<file path="src/bus_seq_pkg.sv">
// Shared constants and types for the bus retry and fault sequencer
package bus_seq_pkg;
  localparam int ADDR_W = 32;
  localparam int ATTR_W = 8;
  localparam int WQ_DEPTH = 4;
  localparam logic [3:0] PST_DOUBLE_FAULT = 4'h5;
  localparam logic [3:0] PST_RUN = 4'h0;
  localparam logic [1:0] BEATS_LAST = 2'h3;
  localparam logic [1:0] BEAT_FIRST = 2'h0;

  typedef enum logic [3:0] {
    ST_IDLE = 4'b0001,
    ST_ACTIVE = 4'b0010,
    ST_RELEASE = 4'b0100,
    ST_HALT = 4'b1000
  } bus_state_t;
endpackage

</file>
<file path="src/bus_retry_fault_sequencer.sv">
// Bus controller: retry, double fault halt and access ordering
`timescale 1ns/1ps
module bus_retry_fault_sequencer
  import bus_seq_pkg::*;
#(
  parameter int WQ_N = WQ_DEPTH
)(
  // Clock and reset
  input wire logic core_clk,
  input wire logic rst,
  // Read requests from the operand fetch stage
  input wire logic rd_req,
  input wire logic [ADDR_W-1:0] rd_addr,
  input wire logic [ATTR_W-1:0] rd_attr,
  input wire logic rd_serialized,
  input wire logic rd_line,
  input wire logic rd_burst,
  input wire logic rd_locked,
  output logic rd_ready,
  output logic rd_done,
  // Write requests from write-back
  input wire logic wr_req,
  input wire logic [ADDR_W-1:0] wr_addr,
  input wire logic wr_serialized,
  input wire logic wr_locked_last,
  input wire logic wr_cache_hit,
  output logic wr_ready,
  output logic cache_update,
  // Push cancel and exception context
  input wire logic cur_is_push,
  input wire logic push_snoop_kill,
  input wire logic in_exc_stacking,
  input wire logic sync_no_op,
  output logic sync_stall,
  output logic bus_error,
  // External bus
  input wire logic transfer_ack,
  input wire logic transfer_error_ack,
  input wire logic bus_grant_in,
  output logic bus_request_out,
  output logic [ADDR_W-1:0] bus_addr_out,
  output logic [ATTR_W-1:0] bus_attr_out,
  output logic bus_write_out,
  output logic transfer_start,
  output logic locked_sequence,
  output logic locked_sequence_end,
  output logic bus_out_en,
  output logic [3:0] processor_status_code
);
  bus_state_t state_reg, state_next;
  logic [ADDR_W-1:0] addr_reg;
  logic [ATTR_W-1:0] attr_reg;
  logic wr_reg, line_reg, burst_reg, lock_reg, locked_sequence_end_reg, push_reg;
  logic [1:0] beat_reg;
  logic start_reg;
  logic wq_pop;
  logic [ADDR_W-1:0] wq_head;
  logic wq_hit, wq_empty, wq_full;
  logic cyc_wr_is_queued;

  ////////////////////////////////////////////////////////////
  // Pending writes
  wire wr_take = wr_req && !wq_full && state_reg != ST_HALT;
  assign wr_ready = !wq_full && state_reg != ST_HALT;
  // Cache line updated on hit without waiting for the bus
  assign cache_update = wr_take && wr_cache_hit;

  write_queue #(.DEPTH(WQ_N), .AW(ADDR_W)) u_wq (
    .core_clk(core_clk),
    .rst(rst),
    .push(wr_take),
    .push_addr(wr_addr),
    .pop(wq_pop),
    .head_addr(wq_head),
    .probe_addr(rd_addr),
    .probe_hit(wq_hit),
    .empty(wq_empty),
    .full(wq_full)
  );

  ////////////////////////////////////////////////////////////
  // Termination decode
  wire active = state_reg == ST_ACTIVE;
  wire term_retry = active && transfer_ack && transfer_error_ack;
  wire term_err = active && !transfer_ack && transfer_error_ack;
  wire term_ok = active && transfer_ack && !transfer_error_ack;
  wire later_beat = line_reg && beat_reg != BEAT_FIRST;
  // Retry past the first line beat degrades to an error
  wire retry_abort = term_retry && later_beat;
  wire retry_again = term_retry && !later_beat;
  wire cyc_err = term_err || retry_abort;
  wire line_more = term_ok && line_reg && beat_reg != BEATS_LAST;
  wire cyc_end = (term_ok && !line_more) || cyc_err;
  // Only errors during stacking escalate; handler errors do not
  wire dbl_fault = cyc_err && in_exc_stacking;

  ////////////////////////////////////////////////////////////
  // Request selection: reads first unless ordering forbids
  // Serialized read drains all writes; colliding read drains the hit
  wire rd_blocked = (rd_serialized && !wq_empty) || wq_hit;
  wire rd_go = rd_req && !rd_blocked;
  wire wr_go = !wq_empty && !rd_go;
  wire can_start = bus_grant_in;
  wire launch = (state_reg == ST_IDLE) && can_start && (rd_go || wr_go);
  assign rd_ready = launch && rd_go;
  assign wq_pop = cyc_end && cyc_wr_is_queued && !dbl_fault;
  assign cyc_wr_is_queued = wr_reg;

  // Pipeline frozen until writes drain and bus quiet
  assign sync_stall = sync_no_op && (!wq_empty || state_reg != ST_IDLE);

  ////////////////////////////////////////////////////////////
  // State machine
  always_comb
  begin
    state_next = state_reg;
    case (state_reg)
      ST_IDLE:
        if (launch)
          state_next = ST_ACTIVE;
      ST_ACTIVE:
        if (dbl_fault)
          state_next = ST_HALT;
        else if (term_retry && !bus_grant_in && !retry_abort)
          state_next = ST_RELEASE;
        else if (cyc_end)
          state_next = ST_IDLE;
      // Retry resumes once grant returns unless push_snoop_kill cancels a push, which goes to idle; stored access kept
      ST_RELEASE:
        if (bus_grant_in)
          state_next = push_reg && push_snoop_kill ? ST_IDLE : ST_ACTIVE;
      // No exit except reset
      ST_HALT:
        state_next = ST_HALT;
      default:
        state_next = ST_IDLE;
    endcase
  end

  always_ff @(posedge core_clk)
  begin
    if (rst)
      state_reg <= ST_IDLE;
    else
      state_reg <= state_next;
  end

  ////////////////////////////////////////////////////////////
  // Access descriptor, held across retries
  always_ff @(posedge core_clk)
  begin
    if (rst)
    begin
      addr_reg <= '0;
      attr_reg <= '0;
      wr_reg <= 1'b0;
      line_reg <= 1'b0;
      burst_reg <= 1'b0;
      push_reg <= 1'b0;
      beat_reg <= BEAT_FIRST;
    end
    else if (launch)
    begin
      addr_reg <= rd_go ? rd_addr : wq_head;
      attr_reg <= rd_go ? rd_attr : '0;
      wr_reg <= !rd_go;
      line_reg <= rd_go && rd_line;
      burst_reg <= rd_go && rd_burst;
      push_reg <= !rd_go && cur_is_push;
      beat_reg <= BEAT_FIRST;
    end
    else if (line_more)
      beat_reg <= beat_reg + 1'b1;
    else if (state_reg == ST_RELEASE && push_reg && push_snoop_kill)
      push_reg <= 1'b0;
  end

  // Lock flags survive retries and drop on a good finish of the locked last write or on any error
  always_ff @(posedge core_clk)
  begin
    if (rst)
    begin
      lock_reg <= 1'b0;
      locked_sequence_end_reg <= 1'b0;
    end
    else if (launch && rd_go && rd_locked)
      lock_reg <= 1'b1;
    else if (launch && !rd_go && wr_locked_last && lock_reg)
      locked_sequence_end_reg <= 1'b1;
    else if ((term_ok && locked_sequence_end_reg) || cyc_err)
    begin
      lock_reg <= 1'b0;
      locked_sequence_end_reg <= 1'b0;
    end
  end

  // Start strobe for first cycle, each retry, immediate or after release, and each further line beat
  always_ff @(posedge core_clk)
  begin
    if (rst)
      start_reg <= 1'b0;
    else
      start_reg <= launch || (retry_again && bus_grant_in) ||
                   (state_reg == ST_RELEASE && state_next == ST_ACTIVE) || line_more;
  end

  always_ff @(posedge core_clk)
  begin
    if (rst)
    begin
      rd_done <= 1'b0;
      bus_error <= 1'b0;
    end
    else
    begin
      rd_done <= term_ok && !wr_reg && !line_more;
      bus_error <= cyc_err;
    end
  end

  ////////////////////////////////////////////////////////////
  // Pins; halted drops request, output enable, start and lock; address, attr and write stay driven
  wire halted = state_reg == ST_HALT;
  wire owns = (state_reg == ST_ACTIVE) || ((state_reg == ST_IDLE) && bus_grant_in);
  assign bus_out_en = owns && !halted;
  assign bus_request_out = !halted && ((state_reg != ST_IDLE) || rd_req || !wq_empty);
  assign bus_addr_out = addr_reg;
  assign bus_attr_out = attr_reg;
  assign bus_write_out = wr_reg;
  assign transfer_start = start_reg && !halted;
  assign locked_sequence = lock_reg && !halted;
  assign locked_sequence_end = locked_sequence_end_reg && !halted;
  assign processor_status_code = halted ? PST_DOUBLE_FAULT : PST_RUN;

  ////////////////////////////////////////////////////////////
  // Checks
  a_retry_same_addr: assert property (@(posedge core_clk) disable iff (rst)
    retry_again && bus_grant_in |=> addr_reg == $past(addr_reg) && state_reg == ST_ACTIVE)
    else $error("retry changed access");
  a_halt_status: assert property (@(posedge core_clk) disable iff (rst)
    dbl_fault |=> processor_status_code == PST_DOUBLE_FAULT)
    else $error("double fault status missing");
  a_halt_sticky: assert property (@(posedge core_clk) disable iff (rst)
    halted |=> halted)
    else $error("left halt without reset");
  a_halt_release: assert property (@(posedge core_clk) disable iff (rst)
    halted |-> !bus_request_out && !bus_out_en)
    else $error("halted but driving");
  a_retry_no_err: assert property (@(posedge core_clk) disable iff (rst)
    retry_again |=> !bus_error)
    else $error("retry flagged as error");
  a_late_abort: assert property (@(posedge core_clk) disable iff (rst)
    retry_abort |=> bus_error && state_reg != ST_ACTIVE)
    else $error("late line retry not aborted");
  a_serial_wait: assert property (@(posedge core_clk) disable iff (rst)
    rd_ready && rd_serialized |-> wq_empty)
    else $error("serialized read passed writes");
  a_collide_wait: assert property (@(posedge core_clk) disable iff (rst)
    rd_ready |-> !wq_hit)
    else $error("read passed colliding write");
  a_handler_err: assert property (@(posedge core_clk) disable iff (rst)
    cyc_err && !in_exc_stacking |=> !halted)
    else $error("handler error halted");
  a_lock_hold: assert property (@(posedge core_clk) disable iff (rst)
    term_retry && lock_reg && !retry_abort |=> lock_reg)
    else $error("lock dropped on retry");
  a_sync_stall: assert property (@(posedge core_clk) disable iff (rst)
    sync_no_op && !wq_empty |-> sync_stall)
    else $error("sync no-op not stalled");
  c_retry: cover property (@(posedge core_clk) disable iff (rst) retry_again);
  c_relinquish: cover property (@(posedge core_clk) disable iff (rst) state_reg == ST_RELEASE);
  c_halt: cover property (@(posedge core_clk) disable iff (rst) dbl_fault);
  c_line_done: cover property (@(posedge core_clk) disable iff (rst) term_ok && line_reg && beat_reg == BEATS_LAST);
endmodule // bus_retry_fault_sequencer

</file>
<file path="src/write_queue.sv">
// Pending write queue with collision search and registered head
`timescale 1ns/1ps
module write_queue
  import bus_seq_pkg::*;
#(
  parameter int DEPTH = WQ_DEPTH,
  parameter int AW = ADDR_W
)(
  // Clock and reset
  input wire logic core_clk,
  input wire logic rst,
  // Push side
  input wire logic push,
  input wire logic [AW-1:0] push_addr,
  // Pop side
  input wire logic pop,
  output logic [AW-1:0] head_addr,
  // Status
  input wire logic [AW-1:0] probe_addr,
  output logic probe_hit,
  output logic empty,
  output logic full
);
  localparam int PW = $clog2(DEPTH);
  logic [AW-1:0] mem_reg [DEPTH];
  logic [DEPTH-1:0] valid_reg;
  logic [PW-1:0] wr_ptr_reg;
  logic [PW-1:0] rd_ptr_reg;
  logic [DEPTH-1:0] hit_vec;
  wire do_push = push && !full;
  wire do_pop = pop && !empty;
  wire [PW-1:0] rd_next = do_pop ? rd_ptr_reg + 1'b1 : rd_ptr_reg;

  assign empty = (valid_reg == '0);
  assign full = (valid_reg == '1);
  assign probe_hit = |hit_vec;

  genvar g;
  generate
    for (g = 0; g < DEPTH; g++)
    begin : g_ent
      assign hit_vec[g] = valid_reg[g] && (mem_reg[g] == probe_addr);
      always_ff @(posedge core_clk)
      begin
        if (rst)
          valid_reg[g] <= 1'b0;
        else if (do_push && wr_ptr_reg == PW'(g))
          valid_reg[g] <= 1'b1;
        else if (do_pop && rd_ptr_reg == PW'(g))
          valid_reg[g] <= 1'b0;
        if (do_push && wr_ptr_reg == PW'(g))
          mem_reg[g] <= push_addr;
      end
    end
  endgenerate

  // Writes leave strictly in arrival order
  always_ff @(posedge core_clk)
  begin
    if (rst)
    begin
      wr_ptr_reg <= '0;
      rd_ptr_reg <= '0;
      head_addr <= '0;
    end
    else
    begin
      if (do_push)
        wr_ptr_reg <= wr_ptr_reg + 1'b1;
      if (do_pop)
        rd_ptr_reg <= rd_ptr_reg + 1'b1;
      // Bypass: a push into the head slot must be visible next cycle
      head_addr <= (do_push && wr_ptr_reg == rd_next) ? push_addr : mem_reg[rd_next];
    end
  end
endmodule // write_queue

</file>
<file path="config.mk">
export PLATFORM = sky130hd
export DESIGN_NAME = bus_retry_fault_sequencer
export DESIGN_NICKNAME = d
export VERILOG_FILES = /design/src/bus_seq_pkg.sv /design/src/bus_retry_fault_sequencer.sv /design/src/write_queue.sv
export SDC_FILE = /design/constraint.sdc
export NUM_CORES = 1
export LEC_CHECK = 0
export BUFFER_PORTS_ARGS = -buffer_cell sky130_fd_sc_hd__buf_2
export CAP_MARGIN = 20
export CORE_ASPECT_RATIO = 1.5
export CORE_MARGIN = 2
export CORE_UTILIZATION = 41
export DETAILED_ROUTE_END_ITERATION = 8
export SYNTH_ARGS = -nofsm -noshare
export SYNTH_HDL_FRONTEND = slang
export SYNTH_HIERARCHICAL = 1
export SYNTH_SLANG_ARGS = --single-unit
</file>
<file path="constraint.sdc">
create_clock -name core_clk -period 4.15 [get_ports core_clk]
set_input_delay 0.415 -clock core_clk [delete_from_list [all_inputs] [get_ports core_clk]]
set_output_delay 0.415 -clock core_clk [all_outputs]
set_load 0.1 [all_outputs]
</file>
==> results.json, run 1 <==
{
  "status": "finished clean",
  "clockBufferDepth": 3,
  "via_per_inst": 5.93,
  "cts_buffers": 23,
  "h-tree-depth": 1,
  "period_share": 0.931,
  "seqPwrFrac": 0.447,
  "rsz0062_at_grt": "no",
  "path_buf_inv": 1,
  "setup_viol": 0,
  "synth_seq_cells": 222,
  "power_switching_mw": 1.69,
  "crit_end": "rd_ready",
  "crit_chain": "xor2_1, nor4_1, nand3_1, nor3_1, or4_1, nor2b_1, o21ai_2, nor2_1, buf_2",
  "syn_area_um2": 11500,
  "die-area_um2": 29300,
  "rows": 75,
  "start_util": 0.413,
  "die_y_um": 209,
  "postPlaceCellArea_um2": 12500,
  "r2r_end": "u_wq/head_addr[30]",
  "grt_max_degree": 67,
  "r2r_cells": 12,
  "coreArea_um2": 27800,
  "drt-wirelength-per-cell_um": 25.5,
  "final_nets": 1126,
  "cp_data_required_time_ns": 3.73,
  "routed_wl_mm": 35.5,
  "synth-edff-count": 128,
  "grt_pass1_wl_mm": 53.0,
  "p_int_mw": 3.96,
  "peakVddDrop_v": 0.000273,
  "clk_latency_ns": 0.52,
  "slowest_delay_ns": 0.57,
  "grtUsageTotal": 0.242,
  "swShare": 0.300,
  "worst_slew_pin_slew_ns": 1.14,
  "skew_ns": 0.0117,
  "final_core_util": 0.480,
  "hold_path.class": "in -> reg",
  "ios": 146,
  "ant_nets": 0,
  "syn_inst": 897,
  "route.vias.total": 8231,
  "worstReg2RegStart": "beat_reg[0]",
  "cts-root-buf": "clkbuf_16",
  "power_density_nw_per_um2": 424,
  "synth_cell_type_count": 53,
  "stdcell_area_um2": 13300,
  "antenna_found_initial": 1,
  "dp_hpwl_mm": 23.5,
  "hold_buffers": 0,
  "synth_seq_area_share": 0.500,
  "die_w_um": 141,
  "drive_gt1_frac": 0.275,
  "largest_reg_flops": 128,
  "tns_ns": 0,
  "critPathLaunch": "u_wq/mem_reg[1][11]",
  "area_growth_pct": 16.3,
  "path_class": "reg -> out",
  "first_iter_violations": 734,
  "slowest_stage": "or4_1",
  "maxSlewHeadroom": 0.241,
  "ys_warn_count": 6,
  "path_delay_family": "simple AND/OR/NAND/NOR gates",
  "critPathMaxFanout": 5,
  "tritoncts": "done",
  "clkSlewWorstSetupHoldPaths_ns": 0.07,
  "syn_avg_cell_area_um2": 12.8,
  "p_leak_nw": 4.88,
  "hold_depth": 2,
  "cp.arrival_ns": 3.45,
  "grt_overflow": 0,
  "ctsResizeCount": 0,
  "fin_crit_ns": 3.86,
  "endpoint_kind": "output port",
  "report.final.slew_viol_count": 0,
  "crit_cells": 9,
  "power_frac_comb": 0.174,
  "power_frac_clock": 0.380,
  "r2r_setup_slack_ns": 0.43,
  "port_buffers": 141,
  "cts.sinks": 222,
  "detail_route.first_pass.iterations": 7,
  "place_congestion": 0.866,
  "drv_cap": 0,
  "fmax_mhz": 259,
  "post_cts_buffers": 0,
  "drc": 0,
  "hold_viol": 0,
  "grt_pass1_vias": 8495,
  "cp-start-kind": "flop",
  "synth-async-reset-ratio": 0,
  "synth_ff_type": "edfxtp_1"
}
[area by class of cell]
type                       count  area, µm²
timing repair buffer         166        951
sequential                   222       5730
clock buffer                  25        604
inverter                      46        173
fill                        2489      14400
clock inverter                16        169
multi-input combinational    567       5270
tap                          346        433
antenna                        1       2.50
[cells by family after synthesis]
kind of cell | count (synthesis) | synth area share
AO/OA/AOI/OAI | 168 | 0.114
XOR/XNOR | 132 | 0.102
adder cells (fa/ha/maj) | 10 | 0.0109
buffers and inverters | 109 | 0.0426
flip-flops | 222 | 0.500
multiplexers | 67 | 0.129
other | 1 | 0.000327
AND/OR/NAND/NOR | 188 | 0.101
[how the worst min path moves through the flow]
stage / start / to / slack, ns
global route: rd_attr[7] / bus_attr_out[7] / 0.1
global placement: bus_addr_out[8] / bus_addr_out[8] / 0.44
floorplan: lock_reg / lock_reg / 0.43
detailed placement: bus_addr_out[16] / bus_addr_out[16] / 0.45
finish: rd_locked / lock_reg / 0.1
CTS: rd_locked / lock_reg / 0.08
[Yosys cell counts (3+ instances only)]
library cell    n  share of area
a211oi_1       36          0.024
a21boi_0        3         0.0020
a21oi_1         8         0.0035
a221oi_1       32          0.024
a22o_1          9         0.0069
a31oi_1        31          0.017
and2_1          5         0.0027
and3_1          5         0.0027
buf_2          24          0.010
buf_4          11         0.0072
clkbuf_1       26         0.0085
dfxtp_1        94           0.16
edfxtp_1      128           0.34
ha_1           10          0.011
inv_1          46          0.015
mux4_2         64           0.13
nand2_1        12         0.0039
nand2b_1        3         0.0016
nand3_1        11         0.0048
nand4_1         8         0.0044
nor2_1         17         0.0056
nor2b_1        39          0.021
nor3_1         16         0.0070
nor3b_1        31          0.020
nor4_1         30          0.016
o211a_1         3         0.0026
o21ai_0         6         0.0026
o2bb2ai_1      31          0.024
xnor2_1         6         0.0046
xor2_1        124          0.095
[power groups by stage]
stage / logic, mW / clock network [mW] / registers [mW]
3_5_place_dp: 0.964 / 0 / 2.57
4_1_cts: 0.967 / 2.19 / 2.52
3_3_place_gp: 0.958 / 0 / 2.57
6_report: 0.980 / 2.14 / 2.52
2_1_floorplan: 0.434 / 0 / 2.78
5_1_grt: 1.03 / 2.26 / 2.53
[cell usage in the layout, fill, tap and decap left out, types with 32 or more instances in the layout]
| master | count |
|---|---|
| a221oi_1 | 32 |
| edfxtp_1 | 128 |
| buf_2 | 141 |
| a211oi_1 | 36 |
| dfxtp_1 | 92 |
| mux4_2 | 64 |
| nor2b_1 | 38 |
| inv_1 | 46 |
| xor2_1 | 124 |
[through the flow]
stage	hold slack (ns)	power, mW	setup slack, ns	instances
after floorplan	0.433	3.22	0.550	898
after global placement	0.441	3.53	0.547	1343
after detailed placement	0.447	3.54	0.490	1343
after CTS	0.0816	5.68	0.286	1384
after global routing	0.0984	5.82	0.155	1389
final	0.0983	5.65	0.287	1389
[metal layers]
metal / vias up / wire (µm) / track usage
li1: 3703 / - / -
met1: 4111 / 13500 / 0.285
met2: 336 / 18200 / 0.428
met3: 81 / 1970 / 0.0319
met4: 0 / 1830 / 0.127
met5: - / 0 / 0
No activity file was read; power rests on OpenSTA's default activity.
==> run 2: changes to the inputs <==
--- a/config.mk
+++ b/config.mk
@@ -8,7 +8,7 @@
 export BUFFER_PORTS_ARGS = -buffer_cell sky130_fd_sc_hd__buf_2
 export CAP_MARGIN = 20
 export CORE_ASPECT_RATIO = 1.5
-export CORE_MARGIN = 2
+export CORE_MARGIN = 1.5
 export CORE_UTILIZATION = 41
 export DETAILED_ROUTE_END_ITERATION = 8
 export SYNTH_ARGS = -nofsm -noshare
==> constraint.sdc (replaced) <==
create_clock -name core_clk -period 4.1 [get_ports core_clk]
set_input_delay 0.41 -clock core_clk [delete_from_list [all_inputs] [get_ports core_clk]]
set_output_delay 0.41 -clock core_clk [all_outputs]
set_load 0.1 [all_outputs]
==> run 2 against run 1 <==
Against the previous run:
- the run now ends with design-rule violations left
- register-to-register slack worse by 0.03 ns
- utilization up 0.52 points
- via count up 1.4%
- wire length down 1.3%
- die area down 1.2%
- first-iteration DRC count down 18%
- clock power down 4%
- combinational power up 1%
- worst hold slack worse by 0.0031 ns
- final cell count down 0.29%
==> results.json, run 2 (synthesis results as in run 1) <==
{
  "slowest_stage": "or4_1",
  "area_growth_pct": 16.0,
  "power_density_nw_per_um2": 422,
  "path_class": "reg -> out",
  "first_iter_violations": 602,
  "dp_slack_ns": 0.536,
  "drv_cap": 0,
  "power_switching_mw": 1.69,
  "cts-root-buf": "clkbuf_16",
  "start_util": 0.418,
  "seqPwrFrac": 0.456,
  "hold_path.class": "in -> reg",
  "tritoncts": "done",
  "swShare": 0.302,
  "mostFrequentLayoutCells": "buf_2, edfxtp_1, xor2_1, dfxtp_1, mux4_2",
  "hold_viol": 0,
  "clkSlewWorstSetupHoldPaths_ns": 0.06,
  "p_leak_nw": 4.88,
  "routed_wl_mm": 35.0,
  "cts.sinks": 222,
  "clockBufferDepth": 3,
  "final_common_cell": "buf_2",
  "maxSlewHeadroom": 0.238,
  "cts_buffers": 23,
  "post_cts_buffers": 0,
  "n_fill_cell": 2452,
  "critPathMaxFanout": 5,
  "peakVddDrop_v": 0.000253,
  "grt_pass1_wl_mm": 52.2,
  "h-tree-depth": 1,
  "drt-wirelength-per-cell_um": 25.3,
  "coreArea_um2": 27400,
  "rsz0062_at_grt": "no",
  "ctsResizeCount": 0,
  "skew_ns": 0.0173,
  "power_frac_comb": 0.177,
  "tns_ns": 0,
  "largest_reg_flops": 128,
  "crit_chain": "xor2_1, nor4_1, nand3_1, nor3_1, or4_1, nor2b_1, o21ai_2, nor2_1, buf_2",
  "final_nets": 1127,
  "diodes": 0,
  "report.final.slew_viol_count": 0,
  "slowest_delay_ns": 0.56,
  "antenna_found_initial": 0,
  "rows": 74,
  "dp_hpwl_mm": 23.8,
  "endpoint_kind": "output port",
  "clk_latency_ns": 0.53,
  "period_share": 0.912,
  "route.vias.total": 8349,
  "drive_gt1_frac": 0.273,
  "port_buffers": 141,
  "via_per_inst": 6.03,
  "cp_data_required_time_ns": 3.69,
  "place_congestion": 0.886,
  "failed_checks": "design-rule violations",
  "power_frac_clock": 0.368,
  "detail_route.first_pass.iterations": 7,
  "setup_slack_ns": 0.361,
  "grt_overflow": 0,
  "cp-start-kind": "flop",
  "status": "complete, but fails checks",
  "grtUsageTotal": 0.241,
  "die_y_um": 208,
  "setup_viol": 0,
  "die_w_um": 140,
  "fin_crit_ns": 3.74,
  "fmax_mhz": 267,
  "ios": 146,
  "grt_max_degree": 67,
  "die-area_um2": 29000,
  "ant_nets": 0,
  "drc": 19,
  "grt_pass1_vias": 8342,
  "p_int_mw": 3.92,
  "worst_slew_pin_slew_ns": 1.14,
  "hold_buffers": 0,
  "cp.arrival_ns": 3.33
}
[run 2: cell types whose count changed in the layout (fill, tap and decap cells not counted), sizes merged]
cell      delta
diode        -1
buf          +1
bufinv       -2
clkbuf       +4
clkinvlp     -4
clkinv       +2
[run 2: metal layers]
metal | GRT usage | vias up | wire length, µm
met5 | 0 | - | 0
met4 | 0.104 | 0 | 1260
met3 | 0.0362 | 73 | 2220
met2 | 0.431 | 354 | 18200
met1 | 0.286 | 4212 | 13300
li1 | - | 3710 | -
[run 2: power by group through the flow]
| stage | sequential, mW | combinational [mW] | clock [mW] |
|---|---|---|---|
| 6_report | 2.55 | 0.990 | 2.06 |
| 5_1_grt | 2.57 | 1.04 | 2.19 |
| 4_1_cts | 2.55 | 0.984 | 2.11 |
| 3_5_place_dp | 2.60 | 0.979 | 0 |
| 3_3_place_gp | 2.60 | 0.974 | 0 |
| 2_1_floorplan | 2.82 | 0.440 | 0 |
[run 2: worst max-delay path: cells and delay by family (launching register included)]
kind / cells / cell delay (ns)
AOI/OAI and AO/OA: 1 / 0.11
xor gates and xnor gates: 1 / 0.45
buffers and inverters: 1 / 0.43
DFF: 1 / 0.44
and+or+nand+nor: 6 / 1.35
[run 2: area by class of cell]
class,instances,area (µm²),share of cell area
Timing Repair Buffer,167,953,0.0717
Sequential cell,222,5730,0.431
Inverter,46,173,0.0130
Tap cell,342,428,0.0322
Multi-Input combinational cell,567,5270,0.397
Clock buffer,29,639,0.0481
Clock inverter,12,97.6,0.00734
[run 2: worst paths after layout]
path	start	cells after the start	to	slack, ns
setup reg to reg	beat_reg[0]	13	u_wq/head_addr[4]	0.40
setup / recovery	u_wq/mem_reg[1][11]	9	rd_ready	0.36
hold / removal	rd_locked	2	lock_reg	0.1
hold reg to reg	lock_reg	2	lock_reg	0.46
[run 2: metrics by stage]
step | utilization | hold slack (ns) | instances | instance area [µm²] | total power [mW]
after global routing | 0.485 | 0.0783 | 1385 | 13300 | 5.79
after detailed placement | 0.456 | 0.444 | 1342 | 12500 | 3.58
after global placement | 0.456 | 0.442 | 1341 | 12500 | 3.57
final | 0.485 | 0.0952 | 1385 | 13300 | 5.61
after CTS | 0.483 | 0.0743 | 1383 | 13200 | 5.65
after floorplan | - | 0.433 | 898 | 11500 | 3.25
==> run 3: changes to the inputs <==
--- a/config.mk
+++ b/config.mk
@@ -8,7 +8,7 @@
 export BUFFER_PORTS_ARGS = -buffer_cell sky130_fd_sc_hd__buf_2
 export CAP_MARGIN = 20
 export CORE_ASPECT_RATIO = 1.5
-export CORE_MARGIN = 1.5
+export CORE_MARGIN = 2
 export CORE_UTILIZATION = 41
 export DETAILED_ROUTE_END_ITERATION = 8
 export SYNTH_ARGS = -nofsm -noshare
==> run 3 against run 2 <==
Against the previous run:
- power is 2.0% higher
- register-to-register slack better by 0.24 ns
- final area barely moved
- clock skew is 0.0063 ns lower
- count of clock-buffer cells in the layout increased by 2
- the flow now finishes without violations
- sequential power is essentially flat
- final cell count increased by 0.36%
- highest routed layer is now met5
- fmax down 3.1%
==> results.json, run 3 (synthesis results as in run 1) <==
{
  "place_congestion": 0.932,
  "h-tree-depth": 1,
  "fmax_mhz": 259,
  "dp_hpwl_mm": 23.7,
  "power_density_nw_per_um2": 430,
  "grt_overflow": 0,
  "tns_ns": 0,
  "clockBufferDepth": 3,
  "ios": 146,
  "rsz0062_at_grt": "no",
  "postPlaceCellArea_um2": 12500,
  "largest_reg_flops": 128,
  "final_core_util": 0.478,
  "route.vias.total": 8242,
  "coreArea_um2": 27800,
  "antenna_found_initial": 2,
  "hold_buffers": 0,
  "cts_buffers": 23,
  "clk_latency_ns": 0.53,
  "drive_gt1_frac": 0.273,
  "ctsResizeCount": 0,
  "hold_path.class": "in -> reg",
  "rows": 75,
  "p_leak_nw": 4.87,
  "clkSlewWorstSetupHoldPaths_ns": 0.06,
  "report.final.slew_viol_count": 0,
  "status": "finished clean",
  "skew_ns": 0.0110,
  "grtUsageTotal": 0.238,
  "start_util": 0.413,
  "drc": 0,
  "n_fill_cell": 2506,
  "worst_slew_pin_slew_ns": 1.15,
  "worstReg2RegStart": "beat_reg[0]",
  "dp_slack_ns": 0.632,
  "port_buffers": 141,
  "power_frac_clock": 0.381,
  "critPathMaxFanout": 5,
  "fin_crit_ns": 3.86,
  "cts.sinks": 222,
  "peakVddDrop_v": 0.000291,
  "die_w_um": 141,
  "die_y_um": 209,
  "routed_wl_mm": 35.1,
  "cp.arrival_ns": 3.45,
  "hold_path.startpoint": "rd_locked",
  "cp_data_required_time_ns": 3.69,
  "setup_slack_ns": 0.241,
  "post_cts_buffers": 0,
  "path_class": "reg -> out",
  "grt_pass1_wl_mm": 52.2,
  "area_growth_pct": 16.0,
  "final_nets": 1127,
  "final_common_cell": "buf_2",
  "maxSlewHeadroom": 0.232,
  "drv_cap": 0,
  "tritoncts": "done",
  "detail_route.first_pass.iterations": 5,
  "multi_input_area_um2": 5270,
  "regArea_um2": 5730,
  "stdcell_area_um2": 13300,
  "power_frac_comb": 0.173,
  "endpoint_kind": "output port",
  "hold_viol": 0,
  "cts-root-buf": "clkbuf_16",
  "swShare": 0.296,
  "p_int_mw": 4.02,
  "drt-wirelength-per-cell_um": 25.3,
  "period_share": 0.941,
  "grt_max_degree": 51,
  "die-area_um2": 29300,
  "setup_viol": 0,
  "first_iter_violations": 680,
  "mostFrequentLayoutCells": "buf_2, edfxtp_1, xor2_1, dfxtp_1, mux4_2",
  "critPathLaunch": "u_wq/mem_reg[1][11]",
  "cp-start-kind": "flop",
  "power_switching_mw": 1.70,
  "via_per_inst": 5.93,
  "grt_pass1_vias": 8275,
  "seqPwrFrac": 0.447,
  "ant_nets": 0
}
run 3: changes by cell type in the layout (fill, tap and decap cells not counted), sizes merged:
| cell | change |
|---|---|
| clkinv | -5 |
| bufinv | +2 |
| clkbuf | +2 |
| clkinvlp | +2 |
| diode | +1 |
| inv | -1 |
run 3: power groups by stage:
stage | clock (mW) | combinational, mW | sequential (mW)
2_1_floorplan | 0 | 0.440 | 2.82
3_3_place_gp | 0 | 0.978 | 2.60
3_5_place_dp | 0 | 0.982 | 2.60
4_1_cts | 2.22 | 0.987 | 2.55
5_1_grt | 2.29 | 1.04 | 2.57
6_report | 2.18 | 0.987 | 2.55
run 3: final timing paths:
path	end	slack [ns]	cells past startpoint
min	lock_reg	0.08	2
min reg2reg	bus_addr_out[14]	0.46	1
max reg2reg	u_wq/head_addr[14]	0.64	13
max	rd_ready	0.24	9
run 3: layout make-up:
| class | instances | area share |
|---|---|---|
| Tap cell | 346 | 0.0326 |
| Inverter | 46 | 0.0130 |
| Timing Repair Buffer | 167 | 0.0687 |
| Sequential cell | 222 | 0.431 |
| Multi-Input combinational cell | 567 | 0.396 |
| Antenna cell | 1 | 0.000188 |
| Clock inverter | 10 | 0.00998 |
| Clock buffer | 31 | 0.0479 |
run 3: critical path, stage by stage, from the launching register on:
cell,delay [ns]
edfxtp_1,0.43
xor2_1,0.54
nor4_1,0.18
nand3_1,0.15
nor3_1,0.05
or4_1,0.56
nor2b_1,0.35
o21ai_2,0.11
nor2_1,0.11
buf_2,0.43
run 3: per-layer routing:
layer | track usage | wire length, µm | up-vias
met5 | 0 | 13 | -
met4 | 0.121 | 1710 | 2
met3 | 0.0289 | 2210 | 72
met2 | 0.418 | 17700 | 353
met1 | 0.289 | 13500 | 4111
li1 | - | - | 3704
run 3: stage by stage:
step,total power [mW],hold WS (ns),std cells
3_5_place_dp,3.58,0.442,1348
2_1_floorplan,3.25,0.433,898
4_1_cts,5.76,0.0641,1389
6_report,5.72,0.0829,1390
5_1_grt,5.90,0.0849,1390
3_3_place_gp,3.58,0.441,1348
